File: config.mk
export PLATFORM = sky130hd
export DESIGN_NAME = epc_top
export DESIGN_NICKNAME = d
export VERILOG_FILES = /design/src/pkg/epc_pkg.sv /design/src/rtl/epc_top.sv /design/src/rtl/epc_interval_timer.sv /design/src/rtl/epc_counter.sv
export SDC_FILE = /design/constraint.sdc
export NUM_CORES = 1
export LEC_CHECK = 0
export BUFFER_PORTS_ARGS = -buffer_cell sky130_fd_sc_hd__buf_2
export CORE_ASPECT_RATIO = 0.75
export CORE_MARGIN = 3
export CORE_UTILIZATION = 55
export CTS_BUF_LIST = sky130_fd_sc_hd__clkbuf_8 sky130_fd_sc_hd__clkbuf_16
export DETAILED_ROUTE_END_ITERATION = 16
export HOLD_SLACK_MARGIN = 0.03
export PLACE_DENSITY = 0.73
export SLEW_MARGIN = 15
export SYNTH_ARGS = -nofsm -noshare
export SYNTH_HDL_FRONTEND = slang
export SYNTH_SLANG_ARGS = --single-unit
File: constraint.sdc
create_clock -name i_mclk -period 6.3 [get_ports i_mclk]
set_input_delay 1.26 -clock i_mclk [delete_from_list [all_inputs] [get_ports i_mclk]]
set_output_delay 1.26 -clock i_mclk [all_outputs]
set_load 0.01 [all_outputs]
File: src/pkg/epc_pkg.sv
// Overview of operation
// refresh all counts together each interval
// host reads latched counts within one interval
// 16-bit violation count, high then low byte
// select 0 counts bipolar violations
// hdb3 substitution violations not counted as bipolar
// select 1 counts code violations
// host picks bipolar for ami, code for hdb3
// violation counting ignores loss of sync
// violation count saturates at 65535
// 10-bit crc4 error count, msbs in bits 1..0
// crc and e-bit counts stop on sync loss
// 10-bit e-bit count, one per zero e bit
// 12-bit fas error count, held during sync loss
// fas bits packed above crc and e-bit msbs
// boundary copies counts and restarts from zero
package epc_pkg;

  // register offsets on the byte port
  localparam logic [7:0] EPC_ADDR_VIOL_HIGH  = 8'h00;
  localparam logic [7:0] EPC_ADDR_VIOL_LOW   = 8'h01;
  localparam logic [7:0] EPC_ADDR_CRC_HIGH   = 8'h02;
  localparam logic [7:0] EPC_ADDR_CRC_LOW    = 8'h03;
  localparam logic [7:0] EPC_ADDR_FAR_END_HIGH = 8'h04;
  localparam logic [7:0] EPC_ADDR_FAR_END_LOW  = 8'h05;

  // counter widths
  localparam int EPC_VIOL_W    = 16;
  localparam int EPC_CRC_W     = 10;
  localparam int EPC_FAR_END_W = 10;
  localparam int EPC_FAS_W     = 12;

  // byte port layout; shared bytes carry six fas bits over two msbs
  localparam int EPC_BYTE_W     = 8;
  localparam int EPC_MSB_W      = 2;
  localparam int EPC_FAS_PART_W = 6;

  // saturation ceiling of the violation counter
  localparam logic [15:0] EPC_VIOL_MAX = 16'hffff;

  // interval timing, figures in microseconds
  localparam int    EPC_CLK_HZ       = 40_000_000;
  localparam real   EPC_LONG_US      = 1_000_000.0;
  localparam real   EPC_SHORT_US     = 62_500.0;
  localparam int    EPC_LONG_CYCLES  = int'(EPC_LONG_US * EPC_CLK_HZ / 1.0e6);
  localparam int    EPC_SHORT_CYCLES = int'(EPC_SHORT_US * EPC_CLK_HZ / 1.0e6);
  localparam int    EPC_TMR_W        = 26;

  // error strobes from the receive framer
  typedef struct packed {
    logic bpv;         // same-polarity successive marks
    logic hdb3_code;   // this violation lies in a valid hdb3 substitution
    logic cv;          // violation of same polarity as previous violation
    logic crc_err;     // crc4 sub-multiframe codeword error
    logic ebit_zero;   // received e bit equal to zero
    logic fas_err;     // errored frame alignment word
  } epc_strobe_t;

  // sync status from the framer
  typedef struct packed {
    logic fas_lost;    // frame alignment lost
    logic crc_lost;    // crc4 multiframe sync lost
    logic cas_lost;    // cas multiframe sync lost (does not stop counts)
  } epc_sync_t;

endpackage

File: src/rtl/epc_top.sv
`timescale 1ns/1ps
module epc_top
  import epc_pkg::*;
#(
  parameter int LONG_CYCLES  = EPC_LONG_CYCLES,   // 1 s interval, shorten in sim
  parameter int SHORT_CYCLES = EPC_SHORT_CYCLES   // 62.5 ms interval
) (
  input  wire logic        i_mclk,                  // 40 mhz clock
  input  wire logic        i_reset,                 // async reset, active high
  input  wire epc_strobe_t i_strobe,                // framer error strobes
  input  wire epc_sync_t   i_sync,                  // framer sync status
  input  wire logic        i_receive_sync_lost,     // loss-of-sync indication
  input  wire logic        i_count_interval_select, // 1 = 62.5 ms
  input  wire logic        i_violation_type_select, // 1 = code violations
  input  wire logic        i_receive_hdb3_enable,   // hdb3 decode on
  input  wire logic [7:0]  i_addr,                  // register address
  output logic [7:0]       o_rdata,                 // register read data
  output logic             o_interval_timer_flag    // pulse at boundary
);

  logic                     boundary;       // interval end pulse
  logic                     viol_inc;       // violation event this cycle
  logic                     frame_ok;       // fas and crc4 sync held
  logic [EPC_VIOL_W-1:0]    viol_count;     // latched counts of the last interval
  logic [EPC_CRC_W-1:0]     crc_count;
  logic [EPC_FAR_END_W-1:0] far_end_count;
  logic [EPC_FAS_W-1:0]     fas_count;
  logic [7:0]               next_rdata;

  // shared byte: six fas bits sit above a counter's two msbs
  function automatic logic [EPC_BYTE_W-1:0] pack_shared(
    input logic [EPC_FAS_PART_W-1:0] fas_part,   // fas bits for this byte
    input logic [EPC_MSB_W-1:0]      msbs        // crc or e-bit msbs
  );
    pack_shared = {fas_part, msbs};
  endfunction

  // interval source
  epc_interval_timer #(
    .LONG_CYCLES  (LONG_CYCLES),
    .SHORT_CYCLES (SHORT_CYCLES)
  ) u_timer (
    .i_mclk      (i_mclk),
    .i_reset     (i_reset),
    .i_short_sel (i_count_interval_select),
    .o_boundary  (boundary)
  );

  // event qualification; violation count ignores sync state
  always_comb begin
    if (i_violation_type_select) begin
      viol_inc = i_strobe.cv;
    end else begin
      viol_inc = i_strobe.bpv && !(i_receive_hdb3_enable && i_strobe.hdb3_code);
    end
    // cas loss alone leaves crc and e-bit counting
    frame_ok = !i_sync.fas_lost && !i_sync.crc_lost;
  end

  // 16-bit saturating violation counter
  epc_counter #(.W(EPC_VIOL_W)) u_viol (
    .i_mclk     (i_mclk),
    .i_reset    (i_reset),
    .i_inc      (viol_inc),
    .i_boundary (boundary),
    .o_latched  (viol_count)
  );

  // crc4 codeword errors
  epc_counter #(.W(EPC_CRC_W)) u_crc (
    .i_mclk     (i_mclk),
    .i_reset    (i_reset),
    .i_inc      (i_strobe.crc_err && frame_ok),
    .i_boundary (boundary),
    .o_latched  (crc_count)
  );

  // far-end block errors from zero e bits
  epc_counter #(.W(EPC_FAR_END_W)) u_far_end (
    .i_mclk     (i_mclk),
    .i_reset    (i_reset),
    .i_inc      (i_strobe.ebit_zero && frame_ok),
    .i_boundary (boundary),
    .o_latched  (far_end_count)
  );

  // frame alignment word errors, held while sync lost
  epc_counter #(.W(EPC_FAS_W)) u_fas (
    .i_mclk     (i_mclk),
    .i_reset    (i_reset),
    .i_inc      (i_strobe.fas_err && !i_receive_sync_lost),
    .i_boundary (boundary),
    .o_latched  (fas_count)
  );

  // read mux; shared bytes pack fas bits above the 2-bit msbs
  always_comb begin
    case (i_addr)
      EPC_ADDR_VIOL_HIGH: begin
        next_rdata = viol_count[EPC_VIOL_W-1 -: EPC_BYTE_W];
      end
      EPC_ADDR_VIOL_LOW: begin
        next_rdata = viol_count[EPC_BYTE_W-1:0];
      end
      EPC_ADDR_CRC_HIGH: begin
        // fas upper part above the crc msbs
        next_rdata = pack_shared(fas_count[EPC_FAS_W-1 -: EPC_FAS_PART_W],
                                 crc_count[EPC_CRC_W-1 -: EPC_MSB_W]);
      end
      EPC_ADDR_CRC_LOW: begin
        next_rdata = crc_count[EPC_BYTE_W-1:0];
      end
      EPC_ADDR_FAR_END_HIGH: begin
        // fas lower part above the e-bit msbs
        next_rdata = pack_shared(fas_count[EPC_FAS_PART_W-1:0],
                                 far_end_count[EPC_FAR_END_W-1 -: EPC_MSB_W]);
      end
      EPC_ADDR_FAR_END_LOW: begin
        next_rdata = far_end_count[EPC_BYTE_W-1:0];
      end
      default: begin
        next_rdata = 8'h00;                   // unmapped reads as zero
      end
    endcase
  end

  // registered read data, one cycle after the address
  always_ff @(posedge i_mclk or posedge i_reset) begin
    if (i_reset) begin
      o_rdata               <= 8'h00;
      o_interval_timer_flag <= 1'b0;
    end else begin
      o_rdata               <= next_rdata;
      o_interval_timer_flag <= boundary;   // latched regs valid from this edge
    end
  end

endmodule

File: src/rtl/epc_interval_timer.sv
`timescale 1ns/1ps
module epc_interval_timer
  import epc_pkg::*;
#(
  parameter int LONG_CYCLES  = EPC_LONG_CYCLES,
  parameter int SHORT_CYCLES = EPC_SHORT_CYCLES
) (
  input  wire logic i_mclk,           // 40 mhz clock
  input  wire logic i_reset,          // async reset, active high
  input  wire logic i_short_sel,      // 1 = 62.5 ms interval
  output logic      o_boundary        // one-cycle pulse at interval end
);

  logic [EPC_TMR_W-1:0] count;        // cycles into current interval
  logic [EPC_TMR_W-1:0] next_count;
  logic [EPC_TMR_W-1:0] last;         // terminal count for chosen interval

  // terminal count; a mode change mid-interval takes effect at once
  always_comb begin
    last = i_short_sel ? EPC_TMR_W'(SHORT_CYCLES - 1) : EPC_TMR_W'(LONG_CYCLES - 1);
    o_boundary = (count >= last);
    next_count = o_boundary ? '0 : count + EPC_TMR_W'(1);
  end

  // register
  always_ff @(posedge i_mclk or posedge i_reset) begin
    if (i_reset) begin
      count <= '0;
    end else begin
      count <= next_count;
    end
  end

endmodule

File: src/rtl/epc_counter.sv
`timescale 1ns/1ps
module epc_counter
  import epc_pkg::*;
#(
  parameter int W = 10
) (
  input  wire logic         i_mclk,     // clock
  input  wire logic         i_reset,    // async reset, active high
  input  wire logic         i_inc,      // count one event
  input  wire logic         i_boundary, // interval end
  output logic [W-1:0]      o_latched   // count of last interval
);

  logic [W-1:0] run;                  // running count
  logic [W-1:0] next_run;
  logic [W-1:0] next_latched;

  // one step up, held at all ones so the count never wraps
  function automatic logic [W-1:0] sat_inc(
    input logic [W-1:0] value,        // count before the event
    input logic         hit           // event seen this cycle
  );
    sat_inc = (hit && value != {W{1'b1}}) ? value + W'(1) : value;
  endfunction

  // boundary copies the running count out and restarts it
  always_comb begin
    next_latched = o_latched;
    next_run     = sat_inc(run, i_inc);
    if (i_boundary) begin
      // event in the boundary cycle goes to the closing interval
      next_latched = sat_inc(run, i_inc);
      next_run     = '0;
    end
  end

  // register
  always_ff @(posedge i_mclk or posedge i_reset) begin
    if (i_reset) begin
      run       <= '0;
      o_latched <= '0;
    end else begin
      run       <= next_run;
      o_latched <= next_latched;
    end
  end

endmodule

==> reports/metrics.yaml, run 1 <==
synth_nets: 674
final_area_sq_mm: 0.007502
period_needed_ps: 3981
antenna_cells: 0
wl_per_cell_um: 18.32
synth_seq_cells: 131
clock_path_buffers: 2
dieHeight_um: 101.0
fin_util: 0.6436
synth_xor_area_frac: 0.06490
ant_nets: 0
final_cell_count_no_fill: 834
gp_congestion: 0.8533
n_fill_cell: 910
avgViaCountPerCell: 6.025
synth_fa_ha_area_frac: 0.02838
dr.pass1.iters: 5
place_area_sq_mm: 0.006878
grt_pass1_wl_um: 25340
fmax_mhz: 251.2
use_met3: 0.05240
crit_buf_inv: 3
first_iter_violations: 581
use_met1: 0.3462
worst_slew_pin_slew_ps: 1003
nets: 697
drv_slew: 0
synthTopCellsByArea: "dfrtp_1, nor2_1, a211oi_1"
drc: 0
cap_viol_max_count: 0
die_area_sq_mm: 0.01339
synthMuxAreaShare: 0.07455
use_met2: 0.3634
ys_warn_count: 0
vias: 5025
antenna_found_initial: 0
synth_edf_count: 0
first_global_vias: 4901
internal-power_mw: 1.676
die_w_um: 132.6
synth_top_family_by_area: "simple AND/OR/NAND/NOR gates"
syn_area_per_cell_sq_um: 10.40
grt_setup_unrepaired: "no"
sequentialPowerShare: 0.442
ir_drop_uv: 245.6
place_inst: 802
ys_types: 56
slowest_stage: "a31o_2"
fp.coreArea_sq_mm: 0.01166
synth-compound-area-share: 0.1097
htreeDepth: 4
clock_sink_count: 131
crit_fanout: 46
synth_top_area_cell: "dfrtp_1"
setup_viol: 0
fp-row-count: 34
cp.arrival_ps: 4270
path_cells: "buf_2 -> inv_1 -> ha_1 -> nand4bb_1 -> nor3_1 -> a31o_2 -> a21o_4 -> buf_4 -> mux2_1"
cp_data_required_time_ps: 6590
slowest_delay_ps: 670
p_leak_nw: 3.406
io_buffers: 30
hold_buffers: 0
dp_hpwl_um: 10040
relSlewSlack: 0.3312
clk_pin_slew_ps: 60
cts_tree: "yes"
synth-seq-area-share: 0.4957
finalCritPeriodShare: 0.6319
rrSetupSlack_ps: 3020
finalPower_mw: 2.339
wirelength_um: 15280
start_kind: "input port"
yosys.area_share.simple: 0.1922
end_kind: "flop"
ys_async_sr_fraction: 1.000
powerDensity_mw_per_mm2: 311.8
ios: 32
area_growth_syn_to_layout_pct: 13.45
swShare: 0.2837
top_usage_layer: "met2"
synth_top_area_share: 0.4957
p_comb_frac: 0.117
critPathTopFamily: "compound AO/OA/AOI/OAI gates"
drive_gt1_frac: 0.1354
cts_setup_buffers: 0
numCtsBuffers: 17
p_sw_mw: 0.6638
hold_class: "reg2reg"
overflow: 0
critPathKind: "in2reg"
netlist_instances: 636
synth_ff_type: "dfrtp_1"
clockRootBuffer: "clkbuf_16"
cts_resized: 0
grt_start_max_net_pins: 84
fin_tns_setup_ps: 0
grt_usage: 0.2377
skew_ps: 8.376
initial_utilization: 0.5673
status: "finished, final reports clean"
hold_viol_final: 0
clk_latency_ps: 420
pwr-share-clk: 0.441
synth_area_sq_mm: 0.006613
layer usage:
layer / vias up / wire [um]
li1: 2348 / -
met1: 2506 / 7227
met2: 154 / 7074
met3: 17 / 826
met4: 0 / 148
met5: - / 0
logic make-up after synthesis:
group	count (synthesis)
simple gates	242
compound gates	111
xor+xnor	49
mux	38
buf+inv	50
flops	131
fa+ha+maj	15
power by group through the flow:
stage / Clock (mW) / Combinational (mW) / Sequential [mW]
after floorplan: 0 / 0.194 / 1.01
after global placement: 0 / 0.255 / 1.03
after detailed placement: 0 / 0.268 / 1.04
after CTS: 1.04 / 0.271 / 1.03
after global routing: 1.09 / 0.310 / 1.04
final: 1.03 / 0.273 / 1.03
area by class of cell:
type | instances | area, sq um | area share
flip-flops and latches | 131 | 3278 | 0.4370
inverters | 19 | 73.82 | 0.009840
multi-input cells | 455 | 3129 | 0.4171
clock buffers | 18 | 439.2 | 0.05854
repair buffers | 35 | 200.2 | 0.02668
well taps | 162 | 202.7 | 0.02702
clock inverters | 14 | 178.9 | 0.02385
registers in the layout, summed over array words and instances (netlist names), 10 cells and up:
| name | count |
|---|---|
| u_far_end.run | 10 |
| u_fas.run | 12 |
| u_crc.run | 10 |
| u_timer.count | 26 |
| u_viol.o_latched | 16 |
| u_viol.run | 16 |
| u_fas.o_latched | 12 |
| u_far_end.o_latched | 10 |
| u_crc.o_latched | 10 |
cells in the final DEF (no fill, tap or decap), types with 8 or more instances in the layout:
cell type	instances
nor3_1	11
nor2b_1	13
a21oi_1	41
and3_1	10
nand4_1	21
xor2_1	23
nor2_1	71
inv_1	19
nand2_1	40
mux4_2	8
xnor2_1	26
a211oi_1	32
and4_1	9
mux2i_1	20
nand3_1	23
dfrtp_1	131
buf_2	30
ha_1	15
o21ai_0	10
nor4_1	10
clkbuf_16	17
worst register-to-register path: stages (launching register included):
cell and delay (ps):
dfrtp_1 430, ha_1 300, nand4bb_1 190, nor3_1 290, a31o_2 670, a21o_4 510
buf_4 390, mux2_1 370
final timing paths:
kind / start / to / cells after the start
worst max-delay path: i_count_interval_select / u_far_end.o_latched[8]$_DFFE_PP0P_ / 9
worst min-delay path: u_far_end.o_latched[7]$_DFFE_PP0P_ / o_rdata[7]$_DFF_PP0_ / 2
worst max register to register: u_timer.count[18]$_DFF_PP0_ / u_far_end.o_latched[8]$_DFFE_PP0P_ / 7
worst min register to register: u_far_end.o_latched[7]$_DFFE_PP0P_ / o_rdata[7]$_DFF_PP0_ / 2
max in group asynchronous: i_reset / u_viol.run[9]$_DFF_PP0_ / 3
min in group asynchronous: i_reset / u_timer.count[1]$_DFF_PP0_ / 2
Yosys cell counts, drive strengths merged (6+ instances only):
library cell    n
dfrtp         131
nor2           74
a21oi          41
nand2          40
a211oi         32
xnor2          26
nand3          23
xor2           23
nand4          21
mux2i          20
inv            19
buf            17
ha             15
clkbuf         14
nor2b          13
nor3           13
and3           10
mux2           10
nor4           10
o21ai          10
and4            9
mux4            8
a22oi           6
through the flow:
stage | worst slack [ps] | hold WS (ps)
floorplan | 1542 | 431.5
global placement | 2067 | 460.5
detailed placement | 1966 | 459.2
CTS | 2356 | 474.2
global route | 2143 | 509.3
finish | 2319 | 471.8
(Power assumes the default switching activity.)
==> run 2, diff against run 1 <==
==> constraint.sdc (replaced) <==
create_clock -name i_mclk -period 3.7 [get_ports i_mclk]
set_input_delay 0.74 -clock i_mclk [delete_from_list [all_inputs] [get_ports i_mclk]]
set_output_delay 0.74 -clock i_mclk [all_outputs]
set_load 0.01 [all_outputs]
==> reports/metrics.yaml, run 2 (same netlist as run 1, synthesis figures left out) <==
relSlewSlack: 0.3629  # +0.03171
fin_util: 0.6397  # -0.003972
critPathKind: "in2reg"
internal-power_mw: 2.720  # +62%
hold_class: "reg2reg"
min_from: "u_far_end.o_latched[7]$_DFFE_PP0P_"
status: "finished, final reports clean"
gp_congestion: 0.9102  # +6.7%
use_met2: 0.3332  # -0.03018
fin_tns_setup_ps: 0  # unchanged
slowest_stage: "a21o_4"
final_area_sq_mm: 0.007456  # -0.62%
fp.coreArea_sq_mm: 0.01166  # unchanged
cap_viol_max_count: 0  # unchanged
nets: 703  # +0.86%
clock_path_buffers: 2  # unchanged
place_area_sq_mm: 0.006924  # +0.67%
cts_resized: 0  # unchanged
initial_utilization: 0.5673  # unchanged
r2r_cells: 7  # unchanged
cts_setup_buffers: 0  # unchanged
finalHoldWorstSlack_ps: 485.4  # +13.59 ps
vias: 4945  # -1.6%
first_iter_violations: 378  # -35%
drc: 0  # unchanged
n_fill_cell: 955  # +4.9%
fmax_mhz: 376.2
place_inst: 808  # +0.75%
finalCritPeriodShare: 0.7185
ant_nets: 0  # unchanged
p_leak_nw: 3.408  # about the same
antenna_found_initial: 0  # unchanged
wl_per_cell_um: 17.25  # -5.8%
cp.arrival_ps: 2940  # -1330 ps
crit_buf_inv: 3  # unchanged
ios: 32  # unchanged
regMostFlops: "u_timer.count"
pwr-share-clk: 0.409  # -0.032
top_usage_layer: "met1"
clock_sink_count: 131  # unchanged
period_needed_ps: 2658
htreeDepth: 4  # unchanged
start_kind: "input port"
r2r-start: "u_timer.count[18]$_DFF_PP0_"
use_met3: 0.06537  # +0.01297
dr.pass1.iters: 5  # unchanged
powerDensity_mw_per_mm2: 501.9  # +61%
p_sw_mw: 1.022  # +54%
clockRootBuffer: "clkbuf_16"
slowest_delay_ps: 490  # -180 ps
grt_setup_unrepaired: "no"
grt_usage: 0.2277  # -0.01005
hold_viol_final: 0  # unchanged
clk_latency_ps: 410  # about the same
wirelength_um: 14420  # -5.6%
area_growth_syn_to_layout_pct: 12.75
hold_buffers: 0  # unchanged
grt_start_max_net_pins: 51  # -39%
worst_slew_pin_slew_ps: 953.6  # -49.57 ps
cts_tree: "yes"
dieHeight_um: 101.0  # unchanged
clk_pin_slew_ps: 50  # about the same
path_cells: "buf_2 -> inv_1 -> ha_1 -> nand4bb_1 -> o31ai_1 -> o21bai_2 -> a21o_4 -> buf_4 -> nor2_1"
critPathTopFamily: "compound AO/OA/AOI/OAI gates"
p_comb_frac: 0.124  # +0.007
end_kind: "flop"
die_w_um: 132.6  # unchanged
skew_ps: 12.76  # +4.384 ps
swShare: 0.2732  # -0.01058
timing.rr.end: "u_timer.count[17]$_DFF_PP0_"
drv_slew: 0  # unchanged
layout_commonest_cell: "dfrtp_1"
final_cell_count_no_fill: 836  # +0.24%
overflow: 0  # unchanged
rrSetupSlack_ps: 1220  # -1800 ps
fp-row-count: 34  # unchanged
use_met1: 0.3360  # -0.01023
avgViaCountPerCell: 5.915  # -1.8%
dp_hpwl_um: 9749  # -2.9%
drive_gt1_frac: 0.1335  # -0.001886
cp_data_required_time_ps: 3980  # -2610 ps
mostFrequentLayoutCells: "dfrtp_1, nor2_1, a21oi_1, nand2_1, a211oi_1"
largest_register_ffs: 26  # unchanged
ir_drop_uv: 363.5  # +48%
sequentialPowerShare: 0.467  # +0.025
die_area_sq_mm: 0.01339  # unchanged
grt_pass1_wl_um: 24210  # -4.4%
hold_depth: 2  # unchanged
numCtsBuffers: 17  # unchanged
crit_fanout: 50  # +8.7%
antenna_cells: 0  # unchanged
first_global_vias: 4794  # -2.2%
setup_viol: 0  # unchanged
io_buffers: 30  # unchanged
hold_end: "o_rdata[7]$_DFF_PP0_"
startpoint: "i_count_interval_select"
largest_registers: "u_timer.count (26), u_viol.o_latched (16), u_viol.run (16)"
[run 2: cell count changes in the layout (fill, tap and decap cells not counted), moves of 2 or more]
cell / before / now
inv_1: 19 / 21
clkinv_2: 1 / 3
inv_6: 3 / 1
bufinv_16: 3 / 1
clkbuf_8: 1 / 3
buf_4: 4 / 10
clkinv_4: 4 / 0
[run 2: power by group through the flow]
stage	combinational (mW)	clock, mW	sequential (mW)
6_report	0.462	1.53	1.75
5_1_grt	0.531	1.62	1.77
4_1_cts	0.464	1.55	1.74
3_5_place_dp	0.457	0	1.77
3_3_place_gp	0.435	0	1.76
2_1_floorplan	0.331	0	1.73
[run 2: final cells by class]
class                      instances  area, sq um  area share
inverter                          19        75.07     0.01007
tap                              162        202.7     0.02719
clock buffer                      20        466.7     0.06259
clock inverter                     8        65.06    0.008726
sequential                       131         3278      0.4397
multi-input combinational        455         3123      0.4189
timing repair buffer              41        245.2     0.03289
[run 2: through the flow]
stage	setup slack, ps	total power, mW
final	1042	3.742
after global routing	896.7	3.925
after CTS	1060	3.761
after detailed placement	618.5	2.222
after global placement	637.1	2.190
after floorplan	1185	2.057
[run 2: tightest hold or removal path, stage by stage (launching register included)]
cell,delay [ps]
dfrtp_1,350
nand2_1,50
nand2_1,50
[run 2: how the worst max path moves through the flow]
| stage | slack (ps) | endpoint | depth (start not counted) |
|---|---|---|---|
| 2_1_floorplan | 1190 | u_far_end.o_latched[0]$_DFFE_PP0P_ | 8 |
| 3_3_place_gp | 640 | u_timer.count[3]$_DFF_PP0_ | 9 |
| 3_5_place_dp | 620 | u_timer.count[23]$_DFF_PP0_ | 9 |
| 4_1_cts | 1060 | u_timer.count[23]$_DFF_PP0_ | 9 |
| 5_1_grt | 900 | u_timer.count[11]$_DFF_PP0_ | 9 |
| 6_report | 1040 | u_timer.count[17]$_DFF_PP0_ | 9 |
[run 2: layer usage]
layer  vias to the layer above  part of all wire
met1                      2458              0.49
met2                       107              0.45
met5                         -                 0
met3                        14             0.047
li1                       2366                 -
met4                         0            0.0090
